===== src/core/nvm_pkg.sv =====
// Purpose: shared constants and types for the non-volatile byte access block
// Assumes: 32-bit classic Wishbone, registers in the low byte lane
// Notes: all offsets, field positions, counts and the address, data, bank and pointer resets live here
//
// How it works
// RQ1: software loads address and data before writing
// RQ2: software sets write_permit, then write-go next
// RQ3: write-go ignored unless write_permit already set
// RQ4: write timed by independent tick timer
// RQ5: hardware clears write-go when write ends
// RQ6: software masks global interrupt around start
// RQ7: reset clears write_permit
// RQ8: reset zeroes bank_select; control only bank one
// RQ9: write end sets memory and multi-function flags
// RQ10: interrupt needs all three enables set
// RQ11: service clears multi-function flag only
// RQ12: software never sleeps during a cycle
// RQ13: control reached via pointer 040H, bank 01H
// RQ14: write_permit bit 3, write-go bit 2
// RQ15: read_permit bit 1, read-go bit 0
// RQ16: software polls read-go before taking data
// RQ17: software keeps permit and bank at zero
// RQ18: read-go needs read_permit; data held after read
// RQ19: sixty-four bytes, six-bit address, eight-bit data
// RQ20: software never sets both go bits
// RQ21: write lasts a parameterised tick count
// RQ22: read finishes in fixed clocks, data first
package nvm_pkg;

    // wishbone request bundle from the master
    typedef struct packed {
        logic cyc;
        logic stb;
        logic we;
        logic [7:0] adr;
        logic [3:0] sel;
        logic [31:0] dat;
    } wb_req_s;

    // array geometry
    localparam int ADDR_W = 6;
    localparam int DATA_W = 8;
    localparam int DEPTH = 64;

    // byte offsets on the bus
    localparam logic [7:0] OFF_ADDR = 8'h00;
    localparam logic [7:0] OFF_DATA = 8'h04;
    localparam logic [7:0] OFF_BANK = 8'h08;
    localparam logic [7:0] OFF_PTR = 8'h0c;
    localparam logic [7:0] OFF_IND = 8'h10;
    localparam logic [7:0] OFF_IRQ = 8'h14;

    // where the control register sits behind the indirect window
    localparam logic [7:0] CTRL_LOC = 8'h40;
    localparam logic [7:0] CTRL_BANK = 8'h01;

    // control register fields
    localparam int BIT_WPERMIT = 3;
    localparam int BIT_WGO = 2;
    localparam int BIT_RPERMIT = 1;
    localparam int BIT_RGO = 0;

    // interrupt register fields
    localparam int BIT_NVM_FLAG = 0;
    localparam int BIT_NVM_EN = 1;
    localparam int BIT_MFI_FLAG = 2;
    localparam int BIT_MFI_EN = 3;
    localparam int BIT_GIE = 4;

    // reset values
    localparam logic [5:0] RST_ADDR = 6'h00;
    localparam logic [7:0] RST_DATA = 8'h00;
    localparam logic [7:0] RST_BANK = 8'h00;
    localparam logic [7:0] RST_PTR = 8'h00;

    // timing: clocks per write timer tick, ticks per write, clocks per read
    localparam int TICK_DIV = 50;
    localparam logic [7:0] WRITE_TICKS = 8'h28;
    localparam logic [1:0] READ_CLKS = 2'h2;

    // access sequencer states
    typedef enum logic [1:0] {
        ST_IDLE,
        ST_WRITE,
        ST_READ
    } seq_e;

endpackage : nvm_pkg


===== src/core/nvm_access_ctrl.sv =====
// Purpose: byte access control for a small non-volatile data array
// Assumes: classic Wishbone slave, single 200 MHz clock, sync reset
// Notes: control register is reached only through the indirect window
//
// Added by the designer: the Wishbone interface to the registers and the address map.
`timescale 1ns/1ps
module nvm_access_ctrl (
    // clock and reset
    input wire logic ref_clk,
    input wire logic srst,
    // wishbone slave
    input wire nvm_pkg::wb_req_s wb_req,
    output logic wb_ack_o,
    output logic [31:0] wb_dat_o,
    // interrupt controller side
    input wire logic irq_serviced,
    output logic irq_o,
    // status
    output logic nvm_busy
);
    import nvm_pkg::*;

    // true when the request addresses the given offset
    function automatic logic hit(input logic [7:0] adr, input logic [7:0] off);
        hit = (adr == off);
    endfunction : hit

    // software-visible registers
    logic [ADDR_W-1:0] nvm_addr_reg_r; // target byte address
    logic [DATA_W-1:0] nvm_data_reg_r; // byte to store or byte read
    logic [7:0] bank_select_r; // bank pointer
    logic [7:0] indirect_pointer_one_r; // indirect window pointer
    logic write_permit_r; // control bit 3
    logic write_go_r; // control bit 2
    logic read_permit_r; // control bit 1
    logic read_go_r; // control bit 0
    logic nvm_irq_flag_r; // memory request flag
    logic nvm_irq_enable_r; // memory interrupt enable
    logic mfi_flag_r; // multi-function request flag
    logic mfi_enable_r; // multi-function enable
    logic global_irq_enable_r; // global enable

    // sequencer
    seq_e state_r; // current access phase
    logic [7:0] tick_cnt_r; // ticks elapsed in a write
    logic [1:0] rd_cnt_r; // clocks elapsed in a read
    logic [ADDR_W-1:0] wr_addr_r; // address latched at write start
    logic [DATA_W-1:0] wr_data_r; // data latched at write start

    // wires
    logic tick; // write timer pulse
    logic [DATA_W-1:0] arr_rd_data; // array read port
    logic write_done; // last tick of a write
    logic read_done; // last clock of a read
    logic bus_wr; // write takes effect this edge
    logic ctrl_open; // indirect window lands on control
    logic ctrl_wr; // bus write to control register
    logic wgo_req; // accepted write start
    logic rgo_req; // accepted read start
    logic [7:0] ctrl_val; // control register as read
    logic [7:0] irq_val; // interrupt register as read
    logic [7:0] rd_byte; // read mux output

    // write timer tick source, independent of register traffic
    nvm_tick_gen u_tick (
        .ref_clk(ref_clk),
        .srst(srst),
        .tick(tick)
    );

    // storage array
    nvm_array u_array (
        .ref_clk(ref_clk),
        .wr_en(write_done),
        .wr_addr(wr_addr_r),
        .wr_data(wr_data_r),
        .rd_addr(nvm_addr_reg_r),
        .rd_data(arr_rd_data)
    );

    // --- bus decode ---

    // a write lands on the edge where the master sees ack
    assign bus_wr = wb_req.cyc & wb_req.stb & wb_req.we & wb_ack_o & wb_req.sel[0];

    // control is visible only at pointer 040H with bank one selected
    assign ctrl_open = (indirect_pointer_one_r == CTRL_LOC)
                     & (bank_select_r == CTRL_BANK); // see RQ8 see RQ13
    assign ctrl_wr = bus_wr & hit(wb_req.adr, OFF_IND) & ctrl_open;

    // write start needs permit already set before this write; see RQ3
    assign wgo_req = ctrl_wr & wb_req.dat[BIT_WGO] & write_permit_r
                   & (state_r == ST_IDLE);

    // read start needs read permit; a write request takes precedence
    assign rgo_req = ctrl_wr & wb_req.dat[BIT_RGO] & read_permit_r
                   & (state_r == ST_IDLE) & ~wgo_req; // see RQ18

    // completion strobes
    assign write_done = (state_r == ST_WRITE) & tick
                      & (tick_cnt_r == WRITE_TICKS - 8'h01); // see RQ21
    assign read_done = (state_r == ST_READ)
                     & (rd_cnt_r == READ_CLKS - 2'h1); // see RQ22

    // --- register read views ---

    // control fields at their fixed bit positions
    always_comb begin
        ctrl_val = 8'h00;
        ctrl_val[BIT_WPERMIT] = write_permit_r; // see RQ14
        ctrl_val[BIT_WGO] = write_go_r; // see RQ14
        ctrl_val[BIT_RPERMIT] = read_permit_r; // see RQ15
        ctrl_val[BIT_RGO] = read_go_r; // see RQ15
    end

    // interrupt fields
    always_comb begin
        irq_val = 8'h00;
        irq_val[BIT_NVM_FLAG] = nvm_irq_flag_r;
        irq_val[BIT_NVM_EN] = nvm_irq_enable_r;
        irq_val[BIT_MFI_FLAG] = mfi_flag_r;
        irq_val[BIT_MFI_EN] = mfi_enable_r;
        irq_val[BIT_GIE] = global_irq_enable_r;
    end

    // read mux; unmapped offsets and a closed window read zero
    always_comb begin
        rd_byte = 8'h00;
        if (hit(wb_req.adr, OFF_ADDR)) begin
            rd_byte = {2'h0, nvm_addr_reg_r};
        end else if (hit(wb_req.adr, OFF_DATA)) begin
            rd_byte = nvm_data_reg_r;
        end else if (hit(wb_req.adr, OFF_BANK)) begin
            rd_byte = bank_select_r;
        end else if (hit(wb_req.adr, OFF_PTR)) begin
            rd_byte = indirect_pointer_one_r;
        end else if (hit(wb_req.adr, OFF_IND)) begin
            rd_byte = ctrl_open ? ctrl_val : 8'h00;
        end else if (hit(wb_req.adr, OFF_IRQ)) begin
            rd_byte = irq_val;
        end
    end

    // --- wishbone answer ---

    // one wait state: ack rises the cycle after the request, for one cycle
    always_ff @(posedge ref_clk) begin
        if (srst) begin
            wb_ack_o <= 1'b0;
        end else begin
            wb_ack_o <= wb_req.cyc & wb_req.stb & ~wb_ack_o;
        end
    end

    // read data captured with ack; upper lanes read zero
    always_ff @(posedge ref_clk) begin
        if (srst) begin
            wb_dat_o <= 32'h0000_0000;
        end else if (wb_req.cyc & wb_req.stb & ~wb_ack_o) begin
            wb_dat_o <= {24'h00_0000, rd_byte};
        end
    end

    // --- bank zero registers ---

    // address register; six bits only
    always_ff @(posedge ref_clk) begin
        if (srst) begin
            nvm_addr_reg_r <= RST_ADDR;
        end else if (bus_wr & hit(wb_req.adr, OFF_ADDR)) begin
            nvm_addr_reg_r <= wb_req.dat[ADDR_W-1:0]; // see RQ19
        end
    end

    // data register; a finished read overrides a same-edge bus write
    // so the byte software polls for is never lost
    always_ff @(posedge ref_clk) begin
        if (srst) begin
            nvm_data_reg_r <= RST_DATA;
        end else if (read_done) begin
            nvm_data_reg_r <= arr_rd_data; // see RQ22 see RQ18
        end else if (bus_wr & hit(wb_req.adr, OFF_DATA)) begin
            nvm_data_reg_r <= wb_req.dat[DATA_W-1:0];
        end
    end

    // bank pointer starts at zero so control is unreachable after reset
    always_ff @(posedge ref_clk) begin
        if (srst) begin
            bank_select_r <= RST_BANK; // see RQ8
        end else if (bus_wr & hit(wb_req.adr, OFF_BANK)) begin
            bank_select_r <= wb_req.dat[7:0];
        end
    end

    // indirect pointer
    always_ff @(posedge ref_clk) begin
        if (srst) begin
            indirect_pointer_one_r <= RST_PTR;
        end else if (bus_wr & hit(wb_req.adr, OFF_PTR)) begin
            indirect_pointer_one_r <= wb_req.dat[7:0];
        end
    end

    // --- control register ---

    // permit bits are plain storage; write permit clears at reset
    always_ff @(posedge ref_clk) begin
        if (srst) begin
            write_permit_r <= 1'b0; // see RQ7
            read_permit_r <= 1'b0;
        end else if (ctrl_wr) begin
            write_permit_r <= wb_req.dat[BIT_WPERMIT]; // see RQ14
            read_permit_r <= wb_req.dat[BIT_RPERMIT]; // see RQ15
        end
    end

    // write-go: set only on an accepted start, cleared by the sequencer;
    // software writing zero cannot abort a cycle already running
    always_ff @(posedge ref_clk) begin
        if (srst) begin
            write_go_r <= 1'b0;
        end else if (wgo_req) begin
            write_go_r <= 1'b1; // see RQ3
        end else if (write_done) begin
            write_go_r <= 1'b0; // see RQ5
        end
    end

    // read-go: same shape as write-go
    always_ff @(posedge ref_clk) begin
        if (srst) begin
            read_go_r <= 1'b0;
        end else if (rgo_req) begin
            read_go_r <= 1'b1; // see RQ18
        end else if (read_done) begin
            read_go_r <= 1'b0; // see RQ22
        end
    end

    // --- access sequencer ---

    // idle, timed write, or short read
    always_ff @(posedge ref_clk) begin
        if (srst) begin
            state_r <= ST_IDLE;
        end else begin
            unique case (state_r)
                ST_IDLE: begin
                    if (wgo_req) begin
                        state_r <= ST_WRITE;
                    end else if (rgo_req) begin
                        state_r <= ST_READ;
                    end
                end
                ST_WRITE: begin
                    if (write_done) begin
                        state_r <= ST_IDLE;
                    end
                end
                ST_READ: begin
                    if (read_done) begin
                        state_r <= ST_IDLE;
                    end
                end
            endcase
        end
    end

    // write length counted in timer ticks, not system clocks; the start
    // lands at a random phase of the tick, so length varies slightly
    always_ff @(posedge ref_clk) begin
        if (srst) begin
            tick_cnt_r <= 8'h00;
        end else if (wgo_req) begin
            tick_cnt_r <= 8'h00;
        end else if ((state_r == ST_WRITE) & tick) begin
            tick_cnt_r <= tick_cnt_r + 8'h01; // see RQ4 see RQ21
        end
    end

    // read length in system clocks
    always_ff @(posedge ref_clk) begin
        if (srst) begin
            rd_cnt_r <= 2'h0;
        end else if (rgo_req) begin
            rd_cnt_r <= 2'h0;
        end else if (state_r == ST_READ) begin
            rd_cnt_r <= rd_cnt_r + 2'h1;
        end
    end

    // latch address and byte at start so later bus writes cannot
    // corrupt a write in flight
    always_ff @(posedge ref_clk) begin
        if (srst) begin
            wr_addr_r <= RST_ADDR;
            wr_data_r <= RST_DATA;
        end else if (wgo_req) begin
            wr_addr_r <= nvm_addr_reg_r;
            wr_data_r <= nvm_data_reg_r;
        end
    end

    // --- interrupt flags and enables ---

    // enables are plain storage
    always_ff @(posedge ref_clk) begin
        if (srst) begin
            nvm_irq_enable_r <= 1'b0;
            mfi_enable_r <= 1'b0;
            global_irq_enable_r <= 1'b0;
        end else if (bus_wr & hit(wb_req.adr, OFF_IRQ)) begin
            nvm_irq_enable_r <= wb_req.dat[BIT_NVM_EN];
            mfi_enable_r <= wb_req.dat[BIT_MFI_EN];
            global_irq_enable_r <= wb_req.dat[BIT_GIE];
        end
    end

    // memory flag: set at write end, cleared only by software;
    // the set wins over a same-edge software clear
    always_ff @(posedge ref_clk) begin
        if (srst) begin
            nvm_irq_flag_r <= 1'b0;
        end else if (write_done) begin
            nvm_irq_flag_r <= 1'b1; // see RQ9
        end else if (bus_wr & hit(wb_req.adr, OFF_IRQ)) begin
            nvm_irq_flag_r <= wb_req.dat[BIT_NVM_FLAG]; // see RQ11
        end
    end

    // multi-function flag: set at write end, cleared by service or
    // software; the set again wins
    always_ff @(posedge ref_clk) begin
        if (srst) begin
            mfi_flag_r <= 1'b0;
        end else if (write_done) begin
            mfi_flag_r <= 1'b1; // see RQ9
        end else if (irq_serviced) begin
            mfi_flag_r <= 1'b0; // see RQ11
        end else if (bus_wr & hit(wb_req.adr, OFF_IRQ)) begin
            mfi_flag_r <= wb_req.dat[BIT_MFI_FLAG];
        end
    end

    // interrupt request toward the core needs every enable
    always_ff @(posedge ref_clk) begin
        if (srst) begin
            irq_o <= 1'b0;
        end else begin
            irq_o <= nvm_irq_flag_r & nvm_irq_enable_r & mfi_flag_r
                   & mfi_enable_r & global_irq_enable_r; // see RQ10
        end
    end

    // busy mirrors a cycle in progress; useful to gate low-power entry
    always_ff @(posedge ref_clk) begin
        if (srst) begin
            nvm_busy <= 1'b0;
        end else begin
            nvm_busy <= wgo_req | rgo_req
                      | ((state_r != ST_IDLE) & ~write_done & ~read_done);
        end
    end

endmodule : nvm_access_ctrl


===== src/core/nvm_array.sv =====
// Purpose: sixty-four byte storage array for the non-volatile data
// Assumes: one write port, one combinational read port
// Notes: contents have no reset, as a real cell keeps its charge
`timescale 1ns/1ps
module nvm_array (
    // clock
    input wire logic ref_clk,
    // write port
    input wire logic wr_en,
    input wire logic [nvm_pkg::ADDR_W-1:0] wr_addr,
    input wire logic [nvm_pkg::DATA_W-1:0] wr_data,
    // read port
    input wire logic [nvm_pkg::ADDR_W-1:0] rd_addr,
    output logic [nvm_pkg::DATA_W-1:0] rd_data
);
    import nvm_pkg::*;

    logic [DATA_W-1:0] mem_r [DEPTH]; // byte cells, see RQ19

    // store a byte when the write cycle completes
    always_ff @(posedge ref_clk) begin
        if (wr_en) begin
            mem_r[wr_addr] <= wr_data;
        end
    end

    assign rd_data = mem_r[rd_addr];

endmodule : nvm_array


===== src/core/nvm_tick_gen.sv =====
// Purpose: free-running tick source that paces the write timer
// Assumes: single clock, tick is a one-cycle enable pulse
// Notes: runs regardless of bus traffic, so write length is not tied to it
`timescale 1ns/1ps
module nvm_tick_gen (
    // clock and reset
    input wire logic ref_clk,
    input wire logic srst,
    // tick out
    output logic tick
);
    import nvm_pkg::*;

    logic [7:0] div_r; // divider count

    // count to the divide ratio and pulse once per wrap
    always_ff @(posedge ref_clk) begin
        if (srst) begin
            div_r <= 8'h00;
            tick <= 1'b0;
        end else if (div_r == 8'(TICK_DIV - 1)) begin
            div_r <= 8'h00;
            tick <= 1'b1;
        end else begin
            div_r <= div_r + 8'h01;
            tick <= 1'b0;
        end
    end

endmodule : nvm_tick_gen


===== config.mk =====
export PLATFORM = sky130hd
export DESIGN_NAME = nvm_access_ctrl
export DESIGN_NICKNAME = d
export VERILOG_FILES = /design/src/core/nvm_pkg.sv /design/src/core/nvm_access_ctrl.sv /design/src/core/nvm_array.sv /design/src/core/nvm_tick_gen.sv
export SDC_FILE = /design/constraint.sdc
export NUM_CORES = 1
export LEC_CHECK = 0
export BUFFER_PORTS_ARGS = -buffer_cell sky130_fd_sc_hd__buf_4
export CORE_UTILIZATION = 40
export CTS_BUF_LIST = sky130_fd_sc_hd__clkbuf_8
export DETAILED_ROUTE_END_ITERATION = 8
export GPL_ROUTABILITY_DRIVEN = 1
export GPL_TIMING_DRIVEN = 0
export HOLD_SLACK_MARGIN = 0.08
export SETUP_SLACK_MARGIN = 0.05
export SLEW_MARGIN = 20
export SYNTH_ARGS = -nofsm -noshare
export SYNTH_HDL_FRONTEND = slang
export SYNTH_SLANG_ARGS = --single-unit
export TNS_END_PERCENT = 20

===== constraint.sdc =====
create_clock -name ref_clk -period 2.99 [get_ports ref_clk]
set_input_delay 0.1495 -clock ref_clk [delete_from_list [all_inputs] [get_ports ref_clk]]
set_output_delay 0.1495 -clock ref_clk [all_outputs]
set_load 0.01 [all_outputs]

# ---- Word level (Yosys, flattened, before mapping)
# Memories as Yosys holds them, arrays and structs flattened. A register that Yosys moved wholly into a read port is not among the register bits.
# Cells that the tools add are included.
dict set report word_totals {
  word_cells 118
  reg_bits 85
  inputBits 50
  ram_bits 512
  n_memories 1
  output_inout_bits 35
}
# name words word_bits read_ports rd_ports_with_merged_regs wr line
set memory_table {}
lappend memory_table {u_array.mem_r 64 8 1 1 1 nvm_array.sv:18} ;# logic [DATA_W-1:0] mem_r [DEPTH];
dict set report classes {
  muxes 28
  n_reduce_logical 12
  bitwise 35
  eq_ne 15
  add_sub_neg 3
}
# operator count
set ops {}
lappend ops {{2-to-1 mux 8 bit} 6}
lappend ops {{AND 1 bit} 29}
lappend ops {{adder 8 x 1 -> 8 bit (second input constant)} 2}
lappend ops {{== test 8 x 4 -> 1 bit (second input constant)} 2}
lappend ops {{== test 8 x 5 -> 1 bit (second input constant)} 2}
lappend ops {{== test 8 x 6 -> 1 bit (second input constant)} 2}
lappend ops {{2-to-1 mux 1 bit} 12}
lappend ops {{2-to-1 mux 6 bit} 2}
lappend ops {{2-to-1 mux 5 bit} 2}
lappend ops {{nonzero test 2 bit} 5}
lappend ops {{== test 8 x 1 -> 1 bit (second input constant)} 1}
lappend ops {{== test 8 x 3 -> 1 bit (second input constant)} 1}
lappend ops {{== test 8 x 7 -> 1 bit (second input constant)} 1}
lappend ops {{logical NOT 8 bit} 1}
lappend ops {{2-to-1 mux 2 bit} 4}
lappend ops {{one-hot mux 2 bit (3 select lines)} 1}
lappend ops {{OR reduction 2 bit} 3}
lappend ops {{== test 2 x 1 -> 1 bit (second input constant)} 2}
lappend ops {{2-to-1 mux 4 bit} 1}
lappend ops {{inequality test 2 bit (second input constant)} 2}
lappend ops {{NOT 1 bit} 4}
lappend ops {{inequality test 3 bit (second input constant)} 1}
lappend ops {{AND reduction 3 bit} 1}
lappend ops {{nonzero test 3 bit} 1}
lappend ops {{4 further kinds} 5}

# ---- Depth between registers and ports, before layout
dict set report depth {
  depth_word 14
  ltp_mapped 8
  depth_no_buf 7
}

# ---- By module
# From an unflattened synthesis, not the netlist that was laid out.
dict set report hier_totals {
  cells_unflattened 1391
  area_unflattened_um2 24089.4
}
# mod cells_each seq_area_each_um2 instances area_each_um2
set modules_own_cells {}
lappend modules_own_cells {nvm_array 932 15374.7 1 20006.7}
lappend modules_own_cells {nvm_access_ctrl 417 1521.5 1 3688.5}
lappend modules_own_cells {nvm_tick_gen 42 180.2 1 394.1}

# ---- Least setup slack after synthesis
# No wires, ideal clock.
dict set report synth_timing {
  kind {register to register}
  from {reg state_r[1]}
  to {mem u_array.mem_r[63][0], enable pin}
  setup_ns 0.370
  arrival_time_ns 1.818
  n_path_buf 0
  t_required_ns 2.620
  synth_period_minus_slack_ns 2.189
  path_slack_ns 0.801
  stages_incl_launch_ff 8
  path_cell_list {dfxtp_1 -> inv_1 -> ha_1 -> and4_1 -> nand3_1 -> nor2_1 -> nand3_1 -> nor2_1}
}
dict set report synth_via {
  elab_chain_len 5
}
# element line
set synth_lines {}
lappend synth_lines {{start, declared} nvm_access_ctrl.sv:44} ;# seq_e state_r;
lappend synth_lines {{start signal, assigned} nvm_access_ctrl.sv:246} ;# state_r <= ST_IDLE;
lappend synth_lines {{start signal, assigned} nvm_access_ctrl.sv:251} ;# state_r <= ST_WRITE;
lappend synth_lines {{start signal, assigned} nvm_access_ctrl.sv:253} ;# state_r <= ST_READ;
lappend synth_lines {{== test 2 x 1 -> 1 bit} nvm_access_ctrl.sv:100} ;# assign write_done = (state_r == ST_WRITE) & tick
lappend synth_lines {{AND 1 bit} nvm_access_ctrl.sv:100}
lappend synth_lines {{AND 1 bit} nvm_access_ctrl.sv:101} ;# & (tick_cnt_r == WRITE_TICKS - 8'h01);
lappend synth_lines {{2-to-1 mux 1 bit} nvm_array.sv:22} ;# if (wr_en) begin
lappend synth_lines {{2-to-1 mux 1 bit (implied by the code)} nvm_array.sv:23} ;# mem_r[wr_addr] <= wr_data;
lappend synth_lines {{end, declared} nvm_array.sv:18}
# No other way between the ends.

# ---- Worst setup path after layout
dict set report layout_timing {
  from {reg state_r[1]}
  to {mem u_array.mem_r[8][4], enable pin}
}
# The elaborated chain is that of the path after synthesis.

==> run summary <==
In this run the core area contains 89 standard-cell rows. DRC violations left: 0. The leading cell type in the layout, fill and taps excluded is edfxtp_1.

The tools report the leakage power total as 7.56 nW. The leftover overflow at the end of global routing is 0, and the number of register bits inferred by synthesis is 603. The flip-flop cell with the highest count after synthesis was edfxtp_1. In the layout the commonest cells are 512 x edfxtp_1, 107 x clkbuf_8, 105 x mux2i_1. The design draws 0.0164 W. The first global-routing pass estimated 87.5 mm of wire.

Largest area contributor in the synthesized netlist: edfxtp_1. For the yosys synthesis warning count, the log shows 0. Setup repair after global routing could not meet its margin everywhere. The initial core utilization was 0.408; the power density relative to cell area was 582 nW/um2. The share of layout cells above drive strength 1 was 0.250. The post-synthesis area per instance was 16.4 um2; the required time of the critical path was 3.34 ns. The clock transition at the registers of the reported paths is 0.07 ns, and the count of pins on the block boundary is 85. The proportion of register bits with asynchronous set or reset after synthesis was 0; the all-layer global routing usage was 0.197. The tools report the initial antenna violation count as 0. In this run the number of H-tree levels came out at 3. The final count of pins violating max slew is 0, and the buffer depth of the longest clock path is 3.

The number of buffer and inverter stages on the critical path is 1. The tools report the data arrival time of the critical path as 3.56 ns. The number of cells produced by synthesis was 1472. The tree built by TritonCTS fans out to 603 sinks. The tools report the kind of end point of the critical path as a flip-flop.

Sorting the synthesized cells by area gives the leading types as edfxtp_1 64%, mux4_2 9.1%, dfxtp_1 7.5%, mux2i_1 4.3%, nor2_1 2.0%. From bottom edge to top edge, the die measures 248 um. The mapped netlist covers 24200 um2. In the routed layout, each cell is associated on average with a via count of 5.47. The tools report the share of the core filled with cells in the final layout as 0.475. For the pin with the worst max-slew slack, the measured transition is 0.887 ns. In this run, CTS created clock tree buffers numbering 98.

Walking the worst path, the cells encountered are inv_1, ha_1, and4_1, nand3_1, nor2_1, nand2_1, nor2_2. 0 antenna diodes ended up in the layout. For the remaining antenna violation count, the log shows 0. The final number of setup-violating endpoints was 136; the aggregate routed wire length was 59.6 mm. For the total core area, the log shows 59400 um2.

The clock arrives with 0.0383 ns of skew. The placed instances occupy a cell area of 25600 um2. After routing the design area is 28200 um2.

The biggest fanout along the worst timing path is 8. The tools report the DRC marker count from the first detailed-route iteration as 1257. Fill cells in the final layout number 5125. For this run, the slowest stage of the critical path takes 0.67 ns. The worst setup path is launched from a flip-flop. Across the VDD grid, the largest voltage drop is 296 uV. The share of Yosys cell area claimed by the top area cell type works out to 0.635. The critical path is of the reg2reg type. The final cycle utilization of the critical path is 1.07.

The tools report the floorplan die area as 61500 um2. The post-route minimum period works out to 3.21 ns. The checks that failed: negative setup slack. The die is 248 um wide. Across the whole layout, storage elements account for 17200 um2. Sequential share of the synthesized area: 0.711. The final number of hold-violating endpoints is 0. After synthesis, the netlist uses 61 different library cells. TritonCTS built the clock tree. The area growth from synthesis to final layout was 16.4%; the weighted congestion reported at the end of routability-driven placement was 0.903. The first detailed-routing pass ran for 6 iterations. The via count of the first global-routing pass is 13700.

The tools report the remaining max-slew budget at the tightest pin as 0.403. Clock latency on the worst-skew pair, taken at its later pin, is 0.72 ns. The pin count of the biggest net entering global routing is 66, and the port buffer count is 31. Max-cap violations in this run came to 0.

In the final layout, the multi-input gates occupy 6770 um2. The routed length per instance was 23.6 um; the minimum setup slack in the final design was -0.220 ns. Static timing analysis puts the maximum clock frequency at 312 MHz.

CTS placed an instance of clkbuf_8 at the clock tree root. The count of nets after finishing was 1723; the worst slack after detailed placement was -0.469 ns. Once detailed placement completed, the half-perimeter wirelength came to 37.9 mm.

In this run the worst hold path is classified as in2reg. The flow ran to the end, but the final reports show violations. The cell with the biggest individual delay on the critical path was nor2_2. Top cell family by delay on the critical path: simple AND/OR/NAND/NOR gates.

The number of enable-type register cells in the synthesized netlist was 512; the total negative slack was -20.29 ns. The routed layout has 13800 vias.
flip-flops by register name, summed over array words and instances, names as in the netlist, 2 cells and up, named ones only:
signal	cells
u_array.mem_r	512
bank_select_r	8
indirect_pointer_one_r	8
nvm_data_reg_r	8
tick_cnt_r	8
u_tick.div_r	8
wb_dat_o	8
wr_data_r	8
nvm_addr_reg_r	6
wr_addr_r	6
rd_cnt_r	2
state_r	2
Yosys cell counts (4+ instances only):
master and instances:
inv_1 10, mux2i_1 105, o21ai_0 30, a211oi_1 16, buf_2 30, xor2_1 7
buf_1 7, a31o_2 8, nor3_1 13, and2_1 9, nor4b_1 4, nor2_1 130
nand3b_1 13, buf_4 30, a21oi_1 70, a221oi_1 7, o31ai_1 5, nor4_1 7
nand4_1 8, mux4_2 98, mux2_2 6, xnor2_1 7, and3_1 10, nor2b_1 9
a22o_1 8, dfxtp_1 91, ha_1 7, nand2b_1 5, a311oi_1 8, nand2_1 71
nand3_1 32, clkbuf_1 36, a221o_1 4, a22oi_1 26, edfxtp_1 512
per-layer routing:
metal	share of wire	GRT usage	vias to the layer above	wire (um)
li1	-	-	6148	-
met1	0.43	0.265	6992	25500
met2	0.47	0.311	525	27800
met3	0.077	0.0508	124	4600
met4	0.029	0.0666	0	1720
met5	0	0	-	0
worst min-delay path: stages:
cell and delay (ns):
buf_4 0.12, and2_1 0.14, clkbuf_1 0.17, nand3_1 0.11
a21oi_1 0.07
metrics by stage:
stage          instances  hold slack (ns)
2_1_floorplan       1495            0.286
3_3_place_gp        2299            0.425
3_5_place_dp        2301            0.423
4_1_cts             2516           0.0950
5_1_grt             2520            0.169
6_report            2520            0.137
timing repair:
item / CTS / global route
pin swaps: 1 / 4
gates resized for setup: 43 / 47
hold buffers: 29 / 0
buffers inserted: 5 / 4
hold endpoints to repair: 57 / 0
endpoints found under the setup margin: 513 / 381
kinds of logic after synthesis:
logic type / synth area share
AOI/OAI and AO/OA: 0.0528
xor gates and xnor gates: 0.00507
adders and majority gates: 0.00362
buffers and inverters: 0.0243
DFF: 0.711
muxes: 0.137
other: 0.000155
and+or+nand+nor: 0.0661
area by class of cell:
class,instances,share of cell area
plain buffers,104,0.0196
clock buffers,107,0.0523
clock inverters,74,0.0176
inverters,11,0.00147
multi-input cells,777,0.240
flip-flops and latches,603,0.611
well taps,773,0.0343
repair buffers,71,0.0233
power breakdown:
group          internal (W)  leakage, nW  switching, W
clock network       0.00383         1.12       0.00334
registers           0.00900         4.27     0.0000105
logic             0.0000992         2.18      0.000130
final timing paths:
kind,end,cells past startpoint,from,slack (ns)
min,flip-flop,5,wb_req[32],0.14
min reg2reg,u_tick.div_r[0],1,u_tick.div_r[0],0.46
max,u_array.mem_r[8][4],7,state_r[1],-0.22
max reg2reg,u_array.mem_r[8][4],7,state_r[1],-0.22
(Power assumes the default switching activity.)
